<file path="config.mk">
export PLATFORM = sky130hd
export DESIGN_NAME = sgfc_ctrl
export DESIGN_NICKNAME = d
export VERILOG_FILES = /design/src/sgfc_pkg.sv /design/src/sgfc_sync.sv /design/src/sgfc_ctrl.sv
export SDC_FILE = /design/constraint.sdc
export NUM_CORES = 1
export LEC_CHECK = 0
export BUFFER_PORTS_ARGS = -buffer_cell sky130_fd_sc_hd__buf_2
export CAP_MARGIN = 20
export CORE_MARGIN = 1.5
export CORE_UTILIZATION = 40
export CTS_CLUSTER_SIZE = 10
export DETAILED_ROUTE_END_ITERATION = 6
export GPL_TIMING_DRIVEN = 0
export PLACE_DENSITY = 0.7
export SYNTH_ARGS = -nofsm -noshare
export SYNTH_HDL_FRONTEND = slang
export SYNTH_SLANG_ARGS = --single-unit
</file>
<file path="constraint.sdc">
create_clock -name clk_sys -period 2.4 [get_ports clk_sys]
set_clock_uncertainty 0.15 [all_clocks]
set_input_delay 0.6 -clock clk_sys [delete_from_list [all_inputs] [get_ports clk_sys]]
set_output_delay 0.6 -clock clk_sys [all_outputs]
set_load 0.05 [all_outputs]
</file>
<file path="src/sgfc_pkg.sv">
// Package of constants and types for the global frame control registers
// Summary of operation
// Huge bit accepts up to 1916 bytes
// Size check disable accepts up to 1536
// Default limits 1522 tagged, 1518 untagged
// Special-tagged CPU frames count as untagged
// Drop frames longer than selected limit
// VLAN enable bit turns on VLAN forwarding; here it only blocks the tag mask
// IGMP snoop forwards IGMP frames to host
// Direct mode forwards by host preamble
// Pre-tag prefixes ingress port in preamble
// Tag mask uses VID low five bits
// Tag mask only while VLAN disabled
// Sniff select set needs both ports match
// Sniff select clear needs either match
// Back pressure bit enables host-port backpressure
// Size check disable resets from strap pin
// Reserved bits read zero, writes ignored
package sgfc_pkg;
  localparam logic [7:0]  ADDR_FRAME_SIZE = 8'h04;
  localparam logic [7:0]  ADDR_FORWARDING = 8'h05;
  localparam logic [7:0]  ADDR_HOST_PORT  = 8'h06;
  localparam int          BIT_HUGE        = 2;
  localparam int          BIT_LEGAL_DIS   = 1;
  localparam int          BIT_VLAN_EN     = 7;
  localparam int          BIT_IGMP_SNOOP  = 6;
  localparam int          BIT_DIRECT      = 5;
  localparam int          BIT_PRE_TAG     = 4;
  localparam int          BIT_TAG_MASK    = 1;
  localparam int          BIT_SNIFF_AND   = 0;
  localparam int          BIT_BACK_PRESS  = 7;
  localparam logic [7:0]  MASK_FRAME_SIZE = 8'h06;
  localparam logic [7:0]  MASK_FORWARDING = 8'hf3;
  localparam logic [7:0]  MASK_HOST_PORT  = 8'h80;
  localparam logic [7:0]  RST_FRAME_SIZE  = 8'h00;
  localparam logic [7:0]  RST_FORWARDING  = 8'h00;
  localparam logic [7:0]  RST_HOST_PORT   = 8'h00;
  localparam logic [10:0] LEN_HUGE        = 11'h77c;
  localparam logic [10:0] LEN_LEGAL_DIS   = 11'h600;
  localparam logic [10:0] LEN_TAGGED      = 11'h5f2;
  localparam logic [10:0] LEN_UNTAGGED    = 11'h5ee;
  localparam int          PORTS           = 5;

  typedef struct packed {
    logic        huge;
    logic        legal_dis;
    logic        vlan_en;
    logic        igmp_snoop;
    logic        direct;
    logic        pre_tag;
    logic        tag_mask;
    logic        sniff_and;
    logic        back_press;
  } sgfc_ctrl_s;

  typedef struct packed {
    logic        valid;
    logic [10:0] length;
    logic        vlan_tagged;
    logic        special_tag;
    logic        is_igmp;
    logic [4:0]  vid_low;
    logic [4:0]  lookup_ports;
    logic [4:0]  preamble_ports;
    logic        from_host;
    logic [2:0]  src_port;
    logic        sniff_src_hit;
    logic        sniff_dst_hit;
  } sgfc_frame_s;

  typedef struct packed {
    logic        valid;
    logic        drop;
    logic [4:0]  dest_ports;
    logic        mirror;
    logic        pre_tag_en;
    logic [2:0]  pre_tag_port;
  } sgfc_decision_s;
endpackage

</file>
<file path="src/sgfc_sync.sv">
// Two-stage synchroniser for the strap pin
`timescale 1ns/1ns
module sgfc_sync (
  input  wire logic clk_sys,
  input  wire logic arst_n,
  input  wire logic clk_en,
  input  wire logic async_in,
  output logic      sync_out
);
  logic stage1;
  logic next_stage1;
  logic next_sync_out;

  always_comb begin
    next_stage1   = clk_en ? async_in : stage1;
    next_sync_out = clk_en ? stage1 : sync_out;
  end

  always_ff @(posedge clk_sys or negedge arst_n) begin
    if (!arst_n) begin
      stage1   <= 1'b0;
      sync_out <= 1'b0;
    end else begin
      stage1   <= next_stage1;
      sync_out <= next_sync_out;
    end
  end
endmodule // sgfc_sync

</file>
<file path="src/sgfc_ctrl.sv">
// Global frame control registers and per-frame forwarding decision
`timescale 1ns/1ns
module sgfc_ctrl (
  input  wire logic                     clk_sys,
  input  wire logic                     arst_n,
  input  wire logic                     clk_en,
  input  wire logic                     phy_side_rx_error_strap,
  input  wire logic                     reg_wr,
  input  wire logic                     reg_rd,
  input  wire logic [7:0]               reg_addr,
  input  wire logic [7:0]               reg_wdata,
  output logic [7:0]                    reg_rdata,
  input  wire sgfc_pkg::sgfc_frame_s    frame_in,
  output sgfc_pkg::sgfc_decision_s      decision,
  output logic                          host_back_pressure,
  output sgfc_pkg::sgfc_ctrl_s          ctrl
);
  typedef enum logic [1:0] {
    SGFC_ST_STRAP  = 2'b00,
    SGFC_ST_SETTLE = 2'b11,
    SGFC_ST_LOAD   = 2'b01,
    SGFC_ST_RUN    = 2'b10
  } sgfc_state_e;

  sgfc_state_e              state;
  sgfc_state_e              next_state;
  logic                     strap_sync;
  sgfc_pkg::sgfc_ctrl_s     next_ctrl;
  logic [7:0]               next_rdata;
  sgfc_pkg::sgfc_decision_s next_decision;
  logic [7:0]               size_rd;
  logic [7:0]               fwd_rd;
  logic [7:0]               host_rd;
  logic [10:0]              limit;

  sgfc_sync u_strap_sync (
    .clk_sys  (clk_sys),
    .arst_n   (arst_n),
    .clk_en   (clk_en),
    .async_in (phy_side_rx_error_strap),
    .sync_out (strap_sync)
  );

  // Reserved bits zero
  always_comb begin
    size_rd = 8'h00;
    size_rd[sgfc_pkg::BIT_HUGE]      = ctrl.huge;
    size_rd[sgfc_pkg::BIT_LEGAL_DIS] = ctrl.legal_dis;
    fwd_rd = 8'h00;
    fwd_rd[sgfc_pkg::BIT_VLAN_EN]    = ctrl.vlan_en;
    fwd_rd[sgfc_pkg::BIT_IGMP_SNOOP] = ctrl.igmp_snoop;
    fwd_rd[sgfc_pkg::BIT_DIRECT]     = ctrl.direct;
    fwd_rd[sgfc_pkg::BIT_PRE_TAG]    = ctrl.pre_tag;
    fwd_rd[sgfc_pkg::BIT_TAG_MASK]   = ctrl.tag_mask;
    fwd_rd[sgfc_pkg::BIT_SNIFF_AND]  = ctrl.sniff_and;
    host_rd = 8'h00;
    host_rd[sgfc_pkg::BIT_BACK_PRESS] = ctrl.back_press;
  end

  always_comb begin
    next_state = state;
    next_ctrl  = ctrl;
    next_rdata = reg_rdata;
    case (state)
      // Pin needs two edges to settle through the synchroniser
      SGFC_ST_STRAP: begin
        next_state = SGFC_ST_SETTLE;
      end
      // Second stage shows the pin only after this edge
      SGFC_ST_SETTLE: begin
        next_state = SGFC_ST_LOAD;
      end
      SGFC_ST_LOAD: begin
        // Strap sets default
        next_ctrl.legal_dis = strap_sync;
        next_state = SGFC_ST_RUN;
      end
      SGFC_ST_RUN: begin
        if (reg_wr) begin
          if (reg_addr == sgfc_pkg::ADDR_FRAME_SIZE) begin
            // Reserved writes ignored
            next_ctrl.huge      = reg_wdata[sgfc_pkg::BIT_HUGE];
            next_ctrl.legal_dis = reg_wdata[sgfc_pkg::BIT_LEGAL_DIS];
          end else if (reg_addr == sgfc_pkg::ADDR_FORWARDING) begin
            // VLAN enable write
            next_ctrl.vlan_en    = reg_wdata[sgfc_pkg::BIT_VLAN_EN];
            next_ctrl.igmp_snoop = reg_wdata[sgfc_pkg::BIT_IGMP_SNOOP];
            next_ctrl.direct     = reg_wdata[sgfc_pkg::BIT_DIRECT];
            next_ctrl.pre_tag    = reg_wdata[sgfc_pkg::BIT_PRE_TAG];
            next_ctrl.tag_mask   = reg_wdata[sgfc_pkg::BIT_TAG_MASK];
            next_ctrl.sniff_and  = reg_wdata[sgfc_pkg::BIT_SNIFF_AND];
          end else if (reg_addr == sgfc_pkg::ADDR_HOST_PORT) begin
            next_ctrl.back_press = reg_wdata[sgfc_pkg::BIT_BACK_PRESS];
          end
        end
      end
      default: begin
        next_state = SGFC_ST_STRAP;
      end
    endcase
    if (reg_rd) begin
      if (reg_addr == sgfc_pkg::ADDR_FRAME_SIZE) begin
        next_rdata = size_rd;
      end else if (reg_addr == sgfc_pkg::ADDR_FORWARDING) begin
        next_rdata = fwd_rd;
      end else if (reg_addr == sgfc_pkg::ADDR_HOST_PORT) begin
        next_rdata = host_rd;
      end else begin
        next_rdata = 8'h00;
      end
    end
  end

  always_comb begin
    limit         = sgfc_pkg::LEN_UNTAGGED;
    next_decision = '0;
    // Huge frame wins
    if (ctrl.huge) begin
      limit = sgfc_pkg::LEN_HUGE;
    // Check disable limit
    end else if (ctrl.legal_dis) begin
      limit = sgfc_pkg::LEN_LEGAL_DIS;
    // Tagged limit, special tag excluded
    end else if (frame_in.vlan_tagged && !frame_in.special_tag) begin
      limit = sgfc_pkg::LEN_TAGGED;
    end
    next_decision.valid = frame_in.valid;
    // Oversize frame drop
    next_decision.drop  = frame_in.length > limit;
    next_decision.dest_ports = frame_in.lookup_ports;
    // Tag mask without VLAN
    if (ctrl.tag_mask && !ctrl.vlan_en) begin
      next_decision.dest_ports = frame_in.vid_low;
    end
    // IGMP to host port
    if (ctrl.igmp_snoop && frame_in.is_igmp) begin
      next_decision.dest_ports = 5'h10;
    end
    // Direct mode bypasses lookup
    if (ctrl.direct && frame_in.from_host) begin
      next_decision.dest_ports = frame_in.preamble_ports;
    end
    // Sniff AND or OR
    next_decision.mirror = ctrl.sniff_and ?
      (frame_in.sniff_src_hit && frame_in.sniff_dst_hit) :
      (frame_in.sniff_src_hit || frame_in.sniff_dst_hit);
    // Pre-tag toward host
    next_decision.pre_tag_en   = ctrl.pre_tag &&
                                 next_decision.dest_ports[4];
    next_decision.pre_tag_port = frame_in.src_port;
    if (!frame_in.valid) begin
      next_decision = '0;
    end
  end

  always_ff @(posedge clk_sys or negedge arst_n) begin
    if (!arst_n) begin
      state              <= SGFC_ST_STRAP;
      ctrl               <= '0;
      reg_rdata          <= 8'h00;
      decision           <= '0;
      host_back_pressure <= 1'b0;
    end else if (clk_en) begin
      state              <= next_state;
      ctrl               <= next_ctrl;
      reg_rdata          <= next_rdata;
      decision           <= next_decision;
      // Host port backpressure
      host_back_pressure <= ctrl.back_press;
    end
  end
endmodule // sgfc_ctrl

</file>
Word-level counts from Yosys, hierarchy flattened
Index checks and enable logic that the tools add are counted.
Widths: inputs -> output; s select.
- register bits: 34
- bits of input ports: 58
- output and inout bits: 30
- word-level logic and storage cells: 68
- $lt $le $gt $ge: 1
- equal/unequal tests: 8
- muxes and demuxes: 19
- bitwise logic cells: 2
- reductions and logical operators: 18
- operator list (kind ; count):
    $mux 8 ; 4
    $eq 8x3->1 const B ; 3
    $mux 10 ; 2
    $mux 5 ; 4
    $mux 12 ; 1
    $gt 11x11->1 ; 1
    $reduce_and 4->1 ; 2
    $mux 7 ; 1
    $logic_and 1x1->1 ; 6
    $mux 6 ; 1
    $pmux 2 s3 ; 1
    $reduce_and 6->1 ; 1
    $reduce_and 5->1 ; 1
    $eq 2x2->1 const B ; 2
    $mux 1 ; 4
    $ne 2x2->1 const B ; 2
    $reduce_and 2->1 ; 2
    $reduce_bool 3->1 ; 1
    $eq 2x1->1 const B ; 1
    $logic_not 1->1 ; 2
    $logic_not 2->1 ; 1
    $not 1->1 ; 2
    $pmux 1 s2 ; 1
    $reduce_bool 2->1 ; 1
    $logic_or 1x1->1 ; 1

Logic depth before layout (Yosys ltp)
Gate-level depths: netlist of the first run.
- depth in word-level cells: 7
- depth in mapped cells: 8
- mapped depth without buffers: 8

Hierarchy
From an unflattened synthesis of the first run, not the netlist that was laid out.
- cell total of the unflattened synthesis: 165
- area, all modules: 1747.9 um2
- by module, submodules not included (module ; times used ; cells each ; area each (um2) ; sequential area each (um2)):
    sgfc_ctrl ; 1 ; 161 ; 1675.4 ; 775.7
    sgfc_sync ; 1 ; 4 ; 72.6 ; 50.0

Worst setup path after synthesis of the first run
No wires, ideal clock.
- path type: input -> register
- from: input port reg_addr[7]
- to: register ctrl[1] in the netlist's numbering
- library setup time: 125 ps
- arrival time: 2440 ps
- data required time: 2125 ps
- path slack: -315 ps
- stages on the path: 6
- path buffers: 2
- path through: or4b_1 -> or4_1 -> buf_2 -> or3_1 -> buf_6 -> mux2_4
- longest elaborated chain between the ends: 3
- elaborated cells on any way between the ends: 4
- classes of those cells: eq/ne: 2; bitwise: 1; reduce/logical: 1
- RTL lines (item ; RTL line ; text):
    start: declaration ; sgfc_ctrl.sv:10 ; input wire logic [7:0] reg_addr,
    $eq 8x3->1 ; sgfc_ctrl.sv:80 ; if (reg_addr == sgfc_pkg::ADDR_FRAME_SIZE) begin
    $not 1->1 (no source line) ; -- ;
    $reduce_and 5->1 (no source line) * ; -- ;
    end signal: assignment ; sgfc_ctrl.sv:165 ; ctrl <= next_ctrl;
    end: declaration ; sgfc_ctrl.sv:16 ; output sgfc_pkg::sgfc_ctrl_s ctrl
Mark *: on every way between the ends. The rest lies on a longest branch, timed or not.
A chain may end at the register's enable or synchronous reset.

Final worst setup path of the first run
- from: input port reg_addr[7]
- to: register ctrl[5] in the netlist's numbering
Same word-level chain as after synthesis.

==> results of run 1 <==
-- worst paths after layout --
check / end / slack (ns) / startpoint
worst max-delay path: ctrl[5]$_DFFE_PN0P_ / -0.06 / reg_addr[7]
worst min-delay path: ctrl[6]$_DFFE_PN0P_ / 0.22 / arst_n
worst max register to register: decision[10]$_DFFE_PN0P_ / 0.49 / ctrl[7]$_DFFE_PN0P_
worst min register to register: reg_rdata[1]$_DFFE_PN0P_ / 0.32 / reg_rdata[1]$_DFFE_PN0P_
max in group asynchronous: decision[7]$_DFFE_PN0P_ / 1.43 / arst_n
min in group clk_sys: reg_rdata[1]$_DFFE_PN0P_ / 0.32 / reg_rdata[1]$_DFFE_PN0P_
-- synthesized netlist by cell type (2+ instances only) --
master | count | share of area [%]
ha_1 | 9 | 6.4
clkbuf_1 | 6 | 1.3
o22ai_1 | 6 | 2.1
dfrtp_1 | 33 | 47
nor3_1 | 4 | 1.1
nor2_1 | 6 | 1.3
mux2_2 | 10 | 6.4
nand2_1 | 15 | 3.2
nand4_1 | 2 | 0.71
inv_1 | 19 | 4.1
nand3_1 | 5 | 1.4
a32oi_1 | 4 | 2.0
a22o_1 | 4 | 2.0
o21ai_0 | 11 | 3.1
a21oi_1 | 5 | 1.4
nand2b_1 | 4 | 1.4
mux2_4 | 6 | 5.1
mux2i_1 | 2 | 1.1
-- cells by family (layout without fill, tap and decap cells) --
kind of cell             Yosys count  in the layout  synth area share (%)
buffers and inverters             28            119                  6.69
AND/OR/NAND/NOR                   42             42                  11.8
AO/OA/AOI/OAI                     39             39                  14.7
other                              1              1                 0.213
adder cells (fa/ha/maj)            9              9                  6.41
XOR/XNOR                           1              1                 0.498
multiplexers                      18             18                  12.7
flip-flops                        33             33                  47.0
-- worst register-to-register path: stages, from the launching register on --
cell and delay [ns]:
dfrtp_1 0.42, inv_1 0.09, nand2_1 0.12, inv_1 0.07, ha_1 0.29, nand4_1 0.15, nor4_1 0.29, o21ai_0 0.11
o31a_1 0.11
-- metal layers --
layer / vias up / track usage [%] / part of all wire [%]
met1: 748 / 21.3 / 43
met2: 49 / 30.7 / 51
li1: 789 / - / -
met4: 0 / 7.19 / 1.2
met5: - / 0 / 0
met3: 5 / 4.22 / 5.0
-- where the power goes --
part | internal [mW] | total, mW | switching [mW]
sequential | 0.606 | 0.650 | 0.0445
clock | 0.259 | 0.457 | 0.198
combinational | 0.181 | 0.467 | 0.287
total | 1.05 | 1.57 | 0.529
-- cell usage in the layout (no fill, tap or decap), drive strengths merged, types with 2 or more instances in the layout --
master / n
o22ai: 6
clkbuf: 13
mux2i: 2
a21oi: 5
nor3: 4
nand2: 15
ha: 9
buf: 86
a32oi: 4
nor2: 6
o21ai: 11
inv: 19
nand4: 2
dfrtp: 33
a22o: 4
nand2b: 4
nand3: 5
mux2: 16
-- final cells by class --
type	count	area (um^2)	area share, %
plain buffers	7	30.0	1.27
well taps	50	62.6	2.65
clock inverters	1	5.00	0.212
inverters	19	71.3	3.03
multi-input cells	110	832	35.3
clock buffers	7	96.3	4.09
repair buffers	85	434	18.4
flip-flops and latches	33	826	35.0
-- repair_timing --
item                       in CTS  in global routing
resized for setup               7                  0
setup endpoints to repair       7                  7
setup buffers                   1                  0
pin swaps                       0                  1
-- per-stage QoR --
step	worst slack [ns]	area, um^2	hold slack (ns)	power, mW
floorplan	-0.315	1760	0.154	0.981
global placement	-0.460	2240	0.301	1.11
detailed placement	-0.488	2240	0.311	1.13
CTS	-0.104	2370	0.239	1.59
global route	-0.0710	2360	0.276	1.69
finish	-0.0582	2360	0.216	1.57
-- flip-flops by register name (all words and copies together) (netlist names) --
name / count
u_strap_sync.sync_out: 1
u_strap_sync.stage1: 1
ctrl: 9
state: 2
host_back_pressure: 1
reg_rdata: 7
decision: 12
==> qor.csv, run 1 <==
metric;value;unit
clock_latency;0.28;ns
status;finished, violations left;
crit_type;in2reg;
setup_violations;6;
numPortBuffers;84;
routed_wl;4070;um
crit_buf_inv;1;
synthesis.instances;171;
clockRootBuffer;clkbuf_8;
core;4120;um^2
final_util;57.3;%
ys_ff_latch;33;
detail_route.vias_per_cell;5.10;
cap_violations;0;
dr_total_vias;1591;
finalHoldViolations;0;
synth_ff_type;dfrtp_1;
detail_route.first_pass.iterations;4;
pwr_density_cell;668;nW/um^2
path_depth;5;
antenna_found_initial;0;
ys_warn_count;0;
avgRoutedWirePerCell;13.0;um
hold_buffers;0;
antennaDiodeCount;0;
r2r_cells;8;
hold_path_class;in2async;
cpMaxStageDelayCell;or4b_4;
synthDistinctLibCells;38;
ir_drop;359;uV
cp_data_arrival_time;2.47;ns
drive_gt1_share;43.5;%
critical_path.top_delay_family;simple AND/OR/NAND/NOR gates;
die_h;69.3;um
slowest_delay;0.53;ns
cts_tree;built;
syn2layout_area_growth;34.1;%
crit_required;2.42;ns
hpwl;3210;um
synthArstFlopShare;100;%
die-area;4800;um^2
synth_nets;238;
final_nets;328;
max_freq;0.407;GHz
fin_cells;312;
dp_cells;305;
clockBufferDepth;2;
htreeDepth;2;
path_clk_slew;0.07;ns
grt_pass1_vias;1539;
place.gp.congestion;0.802;
cellLeakagePower;1.27;nW
path_cells;buf_6 -> or4b_4 -> or4_4 -> or3_4 -> mux2_4;
num_io_pins;88;
yosysSeqAreaShare;47.0;%
tightest_slew;0.709;ns
drtAntennaViolNets;0;
gr-usage-all-layers;17.8;%
setup-tns-final;-0.325;ns
worst_slack;-0.0582;ns
drt_iter0_drc;51;
grt_pass1_wl;6870;um
synth.avg_cell_area;10.3;um^2
overflow;0;
violations;setup timing;
syn_area;1760;um^2
slew_headroom;52.7;%
cts_sinks;33;
num_rows;23;
finalCriticalPeriod;2.46;ns
synth-edff-count;0;
fp.dieW;69.3;um
drcViolationCount;0;
initial_utilization;42.7;%
grt_max_degree;34;
cts_made_buffers;5;
fill_cells;373;
final-max-slew-violation-count;0;
period_share;102;%
critPathLaunchType;primary input;
worstPathMaxFanout;6;
crit_path_end_kind;register;
rsz0062_at_grt;yes;
No activity file was read; power rests on OpenSTA's default activity.
==> run 2, diff against run 1 <==
- CORE_UTILIZATION: 40 -> 49
- PLACE_DENSITY: 0.7 -> 0.84
==> run 2 against run 1 <==
  * The flow now finishes without violations
  * Non-clock buffer count is the same
  * Design area shrank 2.1%
  * Clock power shrank 36%
  * Count of clock-buffer cells in the layout shrank 1
  * Critical path type unchanged
==> qor.csv, run 2 (synthesis results as in run 1) <==
metric;value;unit;change
pwr-share-clk;20.7;%;was 29.0%
setup-tns-final;0;ns;was -0.325 ns
numPortBuffers;84;;unchanged
regMostFlops;decision;;unchanged
overflow;0;;unchanged
clockBufferDepth;2;;unchanged
fp.dieW;62.9;um;was 69.3 um
die-area;3960;um^2;was 4800 um^2
routed.top_layer;met4;;unchanged
status;complete, no violations;;was finished, violations left
hold_buffers;0;;unchanged
drtAntennaViolNets;0;;unchanged
crit_required;2.48;ns;was 2.42 ns
final_util;68.1;%;was 57.3%
p_int;898;uW;was 1.05 mW
initial_utilization;51.9;%;was 42.7%
grt_pass1_vias;1648;;was 1,539
drcViolationCount;0;;unchanged
reg_top3;decision: 12 flops, ctrl: 9 flops, reg_rdata: 7 flops;;unchanged
pwr_density_cell;614;nW/um^2;was 668 nW/um^2
setup_violations;0;;was 6
path_clk_slew;0.10;ns;was 0.07 ns
wl_met3;203;um;was 205 um
drive_gt1_share;43.5;%;unchanged
grt_max_degree;34;;unchanged
netSwitchingFraction;36.6;%;was 33.6%
clock_latency;0.34;ns;was 0.28 ns
cts_sinks;33;;unchanged
hpwl;3210;um;about the same
antennaDiodeCount;0;;unchanged
max_freq;0.421;GHz;was 0.407 GHz
p_switching;519;uW;was 529 uW
ir_drop;423;uV;was 359 uV
detail_route.first_pass.iterations;4;;unchanged
slew_headroom;54.0;%;was 52.7%
route.met2.wl;2040;um;was 2060 um
cp_data_arrival_time;2.46;ns;was 2.47 ns
period_share;99.0;%;was 102%
pwr-share-comb;33.5;%;was 29.7%
cellLeakagePower;1.25;nW;was 1.27 nW
finalHoldViolations;0;;unchanged
htreeDepth;2;;unchanged
die_h;62.9;um;was 69.3 um
worstPathMaxFanout;6;;unchanged
routed_wl;4030;um;was 4070 um
cap_violations;0;;unchanged
drt_iter0_drc;95;;was 51
detail_route.vias_per_cell;5.16;;was 5.10
cts_made_buffers;5;;unchanged
total_power;1.42;mW;was 1.57 mW
mostFrequentLayoutCells;buf_2 (83), dfrtp_1 (33), inv_1 (19), nand2_1 (15), o21ai_0 (11);;unchanged
num_io_pins;88;;unchanged
place.gp.congestion;0.856;;was 0.802
finalCriticalPeriod;2.38;ns;was 2.46 ns
met1_length;1720;um;was 1760 um
tightest_slew;0.690;ns;was 0.709 ns
grt_pass1_wl;7120;um;was 6870 um
crit_path_end_kind;register;;unchanged
dr_total_vias;1588;;was 1,591
cts_tree;built;;unchanged
largest_reg_flops;12;;unchanged
gr-usage-all-layers;22.8;%;was 17.8%
num_rows;21;;was 23
antenna_found_initial;0;;unchanged
rsz0062_at_grt;no;;was yes
critPathLaunchType;primary input;;unchanged
avgRoutedWirePerCell;13.1;um;was 13.0 um
hold_path_class;in2async;;unchanged
syn2layout_area_growth;31.2;%;was 34.1%
final_nets;328;;unchanged
mostFrequentLayoutCell;buf_2;;unchanged
power_frac_seq;45.8;%;was 41.3%
crit_type;in2reg;;unchanged
final-max-slew-violation-count;0;;unchanged
core;3390;um^2;was 4120 um^2
clockRootBuffer;clkbuf_4;;was clkbuf_8
-- run 2: changes by cell type in the layout (fill, tap and decap cells not counted) --
| cell | previous run | this run |
|---|---|---|
| nor3_2 | 1 | 2 |
| clkbuf_4 | 0 | 5 |
| clkbuf_1 | 6 | 7 |
| clkbuf_8 | 7 | 0 |
| nor3_1 | 3 | 2 |
| clkinv_2 | 1 | 2 |
-- run 2: repair_timing --
| item | in CTS | in global routing |
|---|---|---|
| setup endpoints to repair | 6 | 8 |
| gates resized for setup | 8 | 0 |
| pin swaps | 1 | 2 |
| buffers inserted | 1 | 0 |
| gates cloned | 0 | 0 |
-- run 2: power groups by stage --
stage               registers [mW]  clock network, mW  logic [mW]
finish                       0.650              0.293       0.474
global route                 0.657              0.329       0.529
CTS                          0.649              0.302       0.477
detailed placement           0.659                  0       0.472
global placement             0.658                  0       0.450
floorplan                    0.747                  0       0.234
-- run 2: worst max-delay path: stages --
cell	delay [ns]
buf_6	0.09
or4b_4	0.53
or4_4	0.45
or3_4	0.47
mux2_4	0.32
-- run 2: per-stage QoR --
| step | cells | hold WS, ns | instance area [um^2] | setup WS [ns] |
|---|---|---|---|---|
| finish | 308 | 0.140 | 2310 | 0.0236 |
| global route | 308 | 0.192 | 2310 | 0.00546 |
| CTS | 309 | 0.171 | 2320 | -0.0927 |
| detailed placement | 301 | 0.305 | 2240 | -0.474 |
| global placement | 301 | 0.302 | 2240 | -0.470 |
| floorplan | 171 | 0.154 | 1760 | -0.315 |
-- run 2: area by class of cell --
class | count | area, um^2
well taps | 46 | 57.6
multi-input cells | 110 | 837
repair buffers | 85 | 434
inverters | 19 | 71.3
clock buffers | 6 | 41.3
flip-flops and latches | 33 | 826
plain buffers | 7 | 30.0
clock inverters | 2 | 10.0
fillers | 297 | 1080
-- run 2: path summary, 6_finish.rpt --
check | start | endpoint | slack (ns) | depth (start not counted)
worst max-delay path | reg_addr[7] | ctrl[1]$_DFFE_PN0P_ | 0.02 | 5
worst min-delay path | arst_n | ctrl[4]$_DFFE_PN0P_ | 0.14 | 1
worst max register to register | ctrl[7]$_DFFE_PN0P_ | decision[10]$_DFFE_PN0P_ | 0.46 | 8
worst min register to register | reg_rdata[2]$_DFFE_PN0P_ | reg_rdata[2]$_DFFE_PN0P_ | 0.33 | 2
max in group asynchronous | arst_n | u_strap_sync.sync_out$_DFFE_PN0P_ | 1.51 | 1
min in group clk_sys | reg_rdata[2]$_DFFE_PN0P_ | reg_rdata[2]$_DFFE_PN0P_ | 0.33 | 2
-- run 2: metal layers --
| metal | track usage [%] | vias up |
|---|---|---|
| met5 | 0 | - |
| met4 | 9.44 | 0 |
| met3 | 6.13 | 7 |
| met2 | 39.0 | 45 |
| met1 | 26.9 | 744 |
| li1 | - | 792 |
==> run 3, diff against run 2 <==
- CELL_PAD_IN_SITES_DETAIL_PLACEMENT: default -> 1
- CELL_PAD_IN_SITES_GLOBAL_PLACEMENT: default -> 2
- CORE_UTILIZATION: 49 -> 28
- PLACE_DENSITY: 0.84 -> 0.83
==> run 3 against run 2 <==
  * Flip-flop and latch count did not move
  * Combinational power grew 1%
  * Clock power grew 110%
  * The flow now finishes with violations (setup timing)
  * Largest power group unchanged
  * Highest routed layer unchanged
  * Core utilization is 28 points lower
  * Sequential share of layout area shrank 1.8 points
  * Design area rose by 5.3%
  * Register-to-register slack worse by 0.06 ns
==> qor.csv, run 3 (synthesis results as in run 1) <==
metric;value;unit;change
path_cells;buf_6 -> or4b_4 -> or4_4 -> or3_4 -> mux2_4;;unchanged
worst_slack;-0.0201;ns;was 0.0236 ns
mostFrequentLayoutCells;buf_2 (83), dfrtp_1 (33), inv_1 (19), nand2_1 (15), o21ai_0 (11);;unchanged
drt_iter0_drc;50;;was 95
clockRootBuffer;clkbuf_8;;was clkbuf_4
num_rows;28;;was 21
power_frac_seq;37.2;%;was 45.8%
drcViolationCount;0;;unchanged
crit_required;2.42;ns;was 2.48 ns
numPortBuffers;84;;unchanged
cap_violations;0;;unchanged
pwr-share-clk;35.5;%;was 20.7%
grt_max_degree;34;;unchanged
setup_violations;7;;was 0
antenna_found_initial;0;;unchanged
pwr-share-comb;27.3;%;was 33.5%
dpl-instance-area;2270;um^2;was 2240 um^2
place.gp.congestion;0.738;;was 0.856
design_area;2430;um^2;was 2310 um^2
htreeDepth;2;;unchanged
gr-usage-all-layers;15.1;%;was 22.8%
mostFrequentLayoutCell;buf_2;;unchanged
detail_route.first_pass.iterations;4;;unchanged
cp_data_arrival_time;2.44;ns;was 2.46 ns
cellLeakagePower;1.29;nW;was 1.25 nW
drive_gt1_share;43.7;%;was 43.5%
largest_reg_flops;12;;unchanged
netSwitchingFraction;31.8;%;was 36.6%
pwr_density_cell;724;nW/um^2;was 614 nW/um^2
max_freq;0.413;GHz;was 0.421 GHz
status;finished, violations left;;was complete, no violations
hpwl;3920;um;was 3210 um
regMostFlops;decision;;unchanged
critPathLaunchType;primary input;;unchanged
violations;setup timing;;
clock_latency;0.28;ns;was 0.34 ns
period_share;101;%;was 99.0%
overflow;0;;unchanged
grt_pass1_wl;7570;um;was 7120 um
setup-tns-final;-0.0985;ns;was 0 ns
detail_route.vias_per_cell;4.71;;was 5.16
p_switching;559;uW;was 519 uW
worstPathMaxFanout;6;;unchanged
rsz0062_at_grt;yes;;was no
cts_sinks;33;;unchanged
grt_pass1_vias;1552;;was 1,648
dr_total_vias;1591;;was 1,588
total_power;1.76;mW;was 1.42 mW
tightest_slew;0.746;ns;was 0.690 ns
crit_type;in2reg;;unchanged
hold_path_class;in2async;;unchanged
crit_path_end_kind;register;;unchanged
die-area;6760;um^2;was 3960 um^2
path_clk_slew;0.07;ns;was 0.10 ns
initial_utilization;29.3;%;was 51.9%
num_io_pins;88;;unchanged
reg_top3;decision: 12 flops, ctrl: 9 flops, reg_rdata: 7 flops;;unchanged
drtAntennaViolNets;0;;unchanged
pre_cts_ws;-0.527;ns;was -0.474 ns
routed_wl;4950;um;was 4030 um
p_int;1.20;mW;was 898 uW
cts_made_buffers;5;;unchanged
antennaDiodeCount;0;;unchanged
final_nets;329;;was 328
finalHoldViolations;0;;unchanged
slowest_delay;0.53;ns;about the same
final-max-slew-violation-count;0;;unchanged
avgRoutedWirePerCell;14.6;um;was 13.1 um
syn2layout_area_growth;38.1;%;was 31.2%
core;5990;um^2;was 3390 um^2
clockBufferDepth;2;;unchanged
hold_buffers;0;;unchanged
cts_tree;built;;unchanged
finalCriticalPeriod;2.42;ns;was 2.38 ns
fp.dieW;82.2;um;was 62.9 um
slew_headroom;50.3;%;was 54.0%
die_h;82.2;um;was 62.9 um
ir_drop;358;uV;was 423 uV
cpMaxStageDelayCell;or4b_4;;unchanged
run 3: cell types whose count changed in the layout (fill, tap and decap cells not counted), sizes merged:
cell,previous run,this run
bufinv,0,2
buf,86,87
clkbuf,12,11
clkinv,2,1
run 3: worst max-delay path, delay by kind of cell:
kind / cells / cell delay (ns)
mux: 1 / 0.32
simple gates: 3 / 1.43
buf+inv: 1 / 0.09
run 3: final cells by class:
type,instances,area (um^2)
Fill cell,714,3560
Multi-Input combinational cell,110,832
Sequential cell,33,826
Timing Repair Buffer,86,442
Tap cell,75,93.8
Inverter,19,71.3
Clock buffer,5,68.8
Clock inverter,3,65.1
Buffer,7,30.0
run 3: repair_timing:
item,in CTS,in global routing
endpoints found under the setup margin,8,8
setup buffers,2,0
pin swaps,0,0
gates resized for setup,7,0
hold endpoints to repair,0,0
run 3: path summary, 6_finish.rpt:
kind | start | end | slack (ns) | depth (start not counted)
max | reg_addr[7] | ctrl[5]$_DFFE_PN0P_ | -0.02 | 5
min | arst_n | reg_rdata[0]$_DFFE_PN0P_ | 0.22 | 1
max reg2reg | ctrl[7]$_DFFE_PN0P_ | decision[10]$_DFFE_PN0P_ | 0.40 | 8
min reg2reg | reg_rdata[2]$_DFFE_PN0P_ | reg_rdata[2]$_DFFE_PN0P_ | 0.33 | 2
max in group asynchronous | arst_n | u_strap_sync.sync_out$_DFFE_PN0P_ | 1.39 | 1
min in group clk_sys | reg_rdata[2]$_DFFE_PN0P_ | reg_rdata[2]$_DFFE_PN0P_ | 0.33 | 2
run 3: stage by stage:
stage	hold slack, ns	util (%)	cells
floorplan	0.154	-	171
global placement	0.308	37.9	330
detailed placement	0.308	37.9	330
CTS	0.258	40.7	339
global route	0.289	40.5	338
finish	0.224	40.5	338
run 3: power by group through the flow:
stage | Sequential, mW | Combinational (mW) | Clock, mW
2_1_floorplan | 0.747 | 0.234 | 0
3_3_place_gp | 0.661 | 0.464 | 0
3_5_place_dp | 0.663 | 0.484 | 0
4_1_cts | 0.653 | 0.488 | 0.642
5_1_grt | 0.661 | 0.543 | 0.672
6_report | 0.654 | 0.480 | 0.625
run 3: metal layers:
metal  share of wire, %  GRT usage, %
met2                 50          24.8
met4                1.6          5.08
met5                  0             0
met3                4.7          3.19
met1                 44          19.8
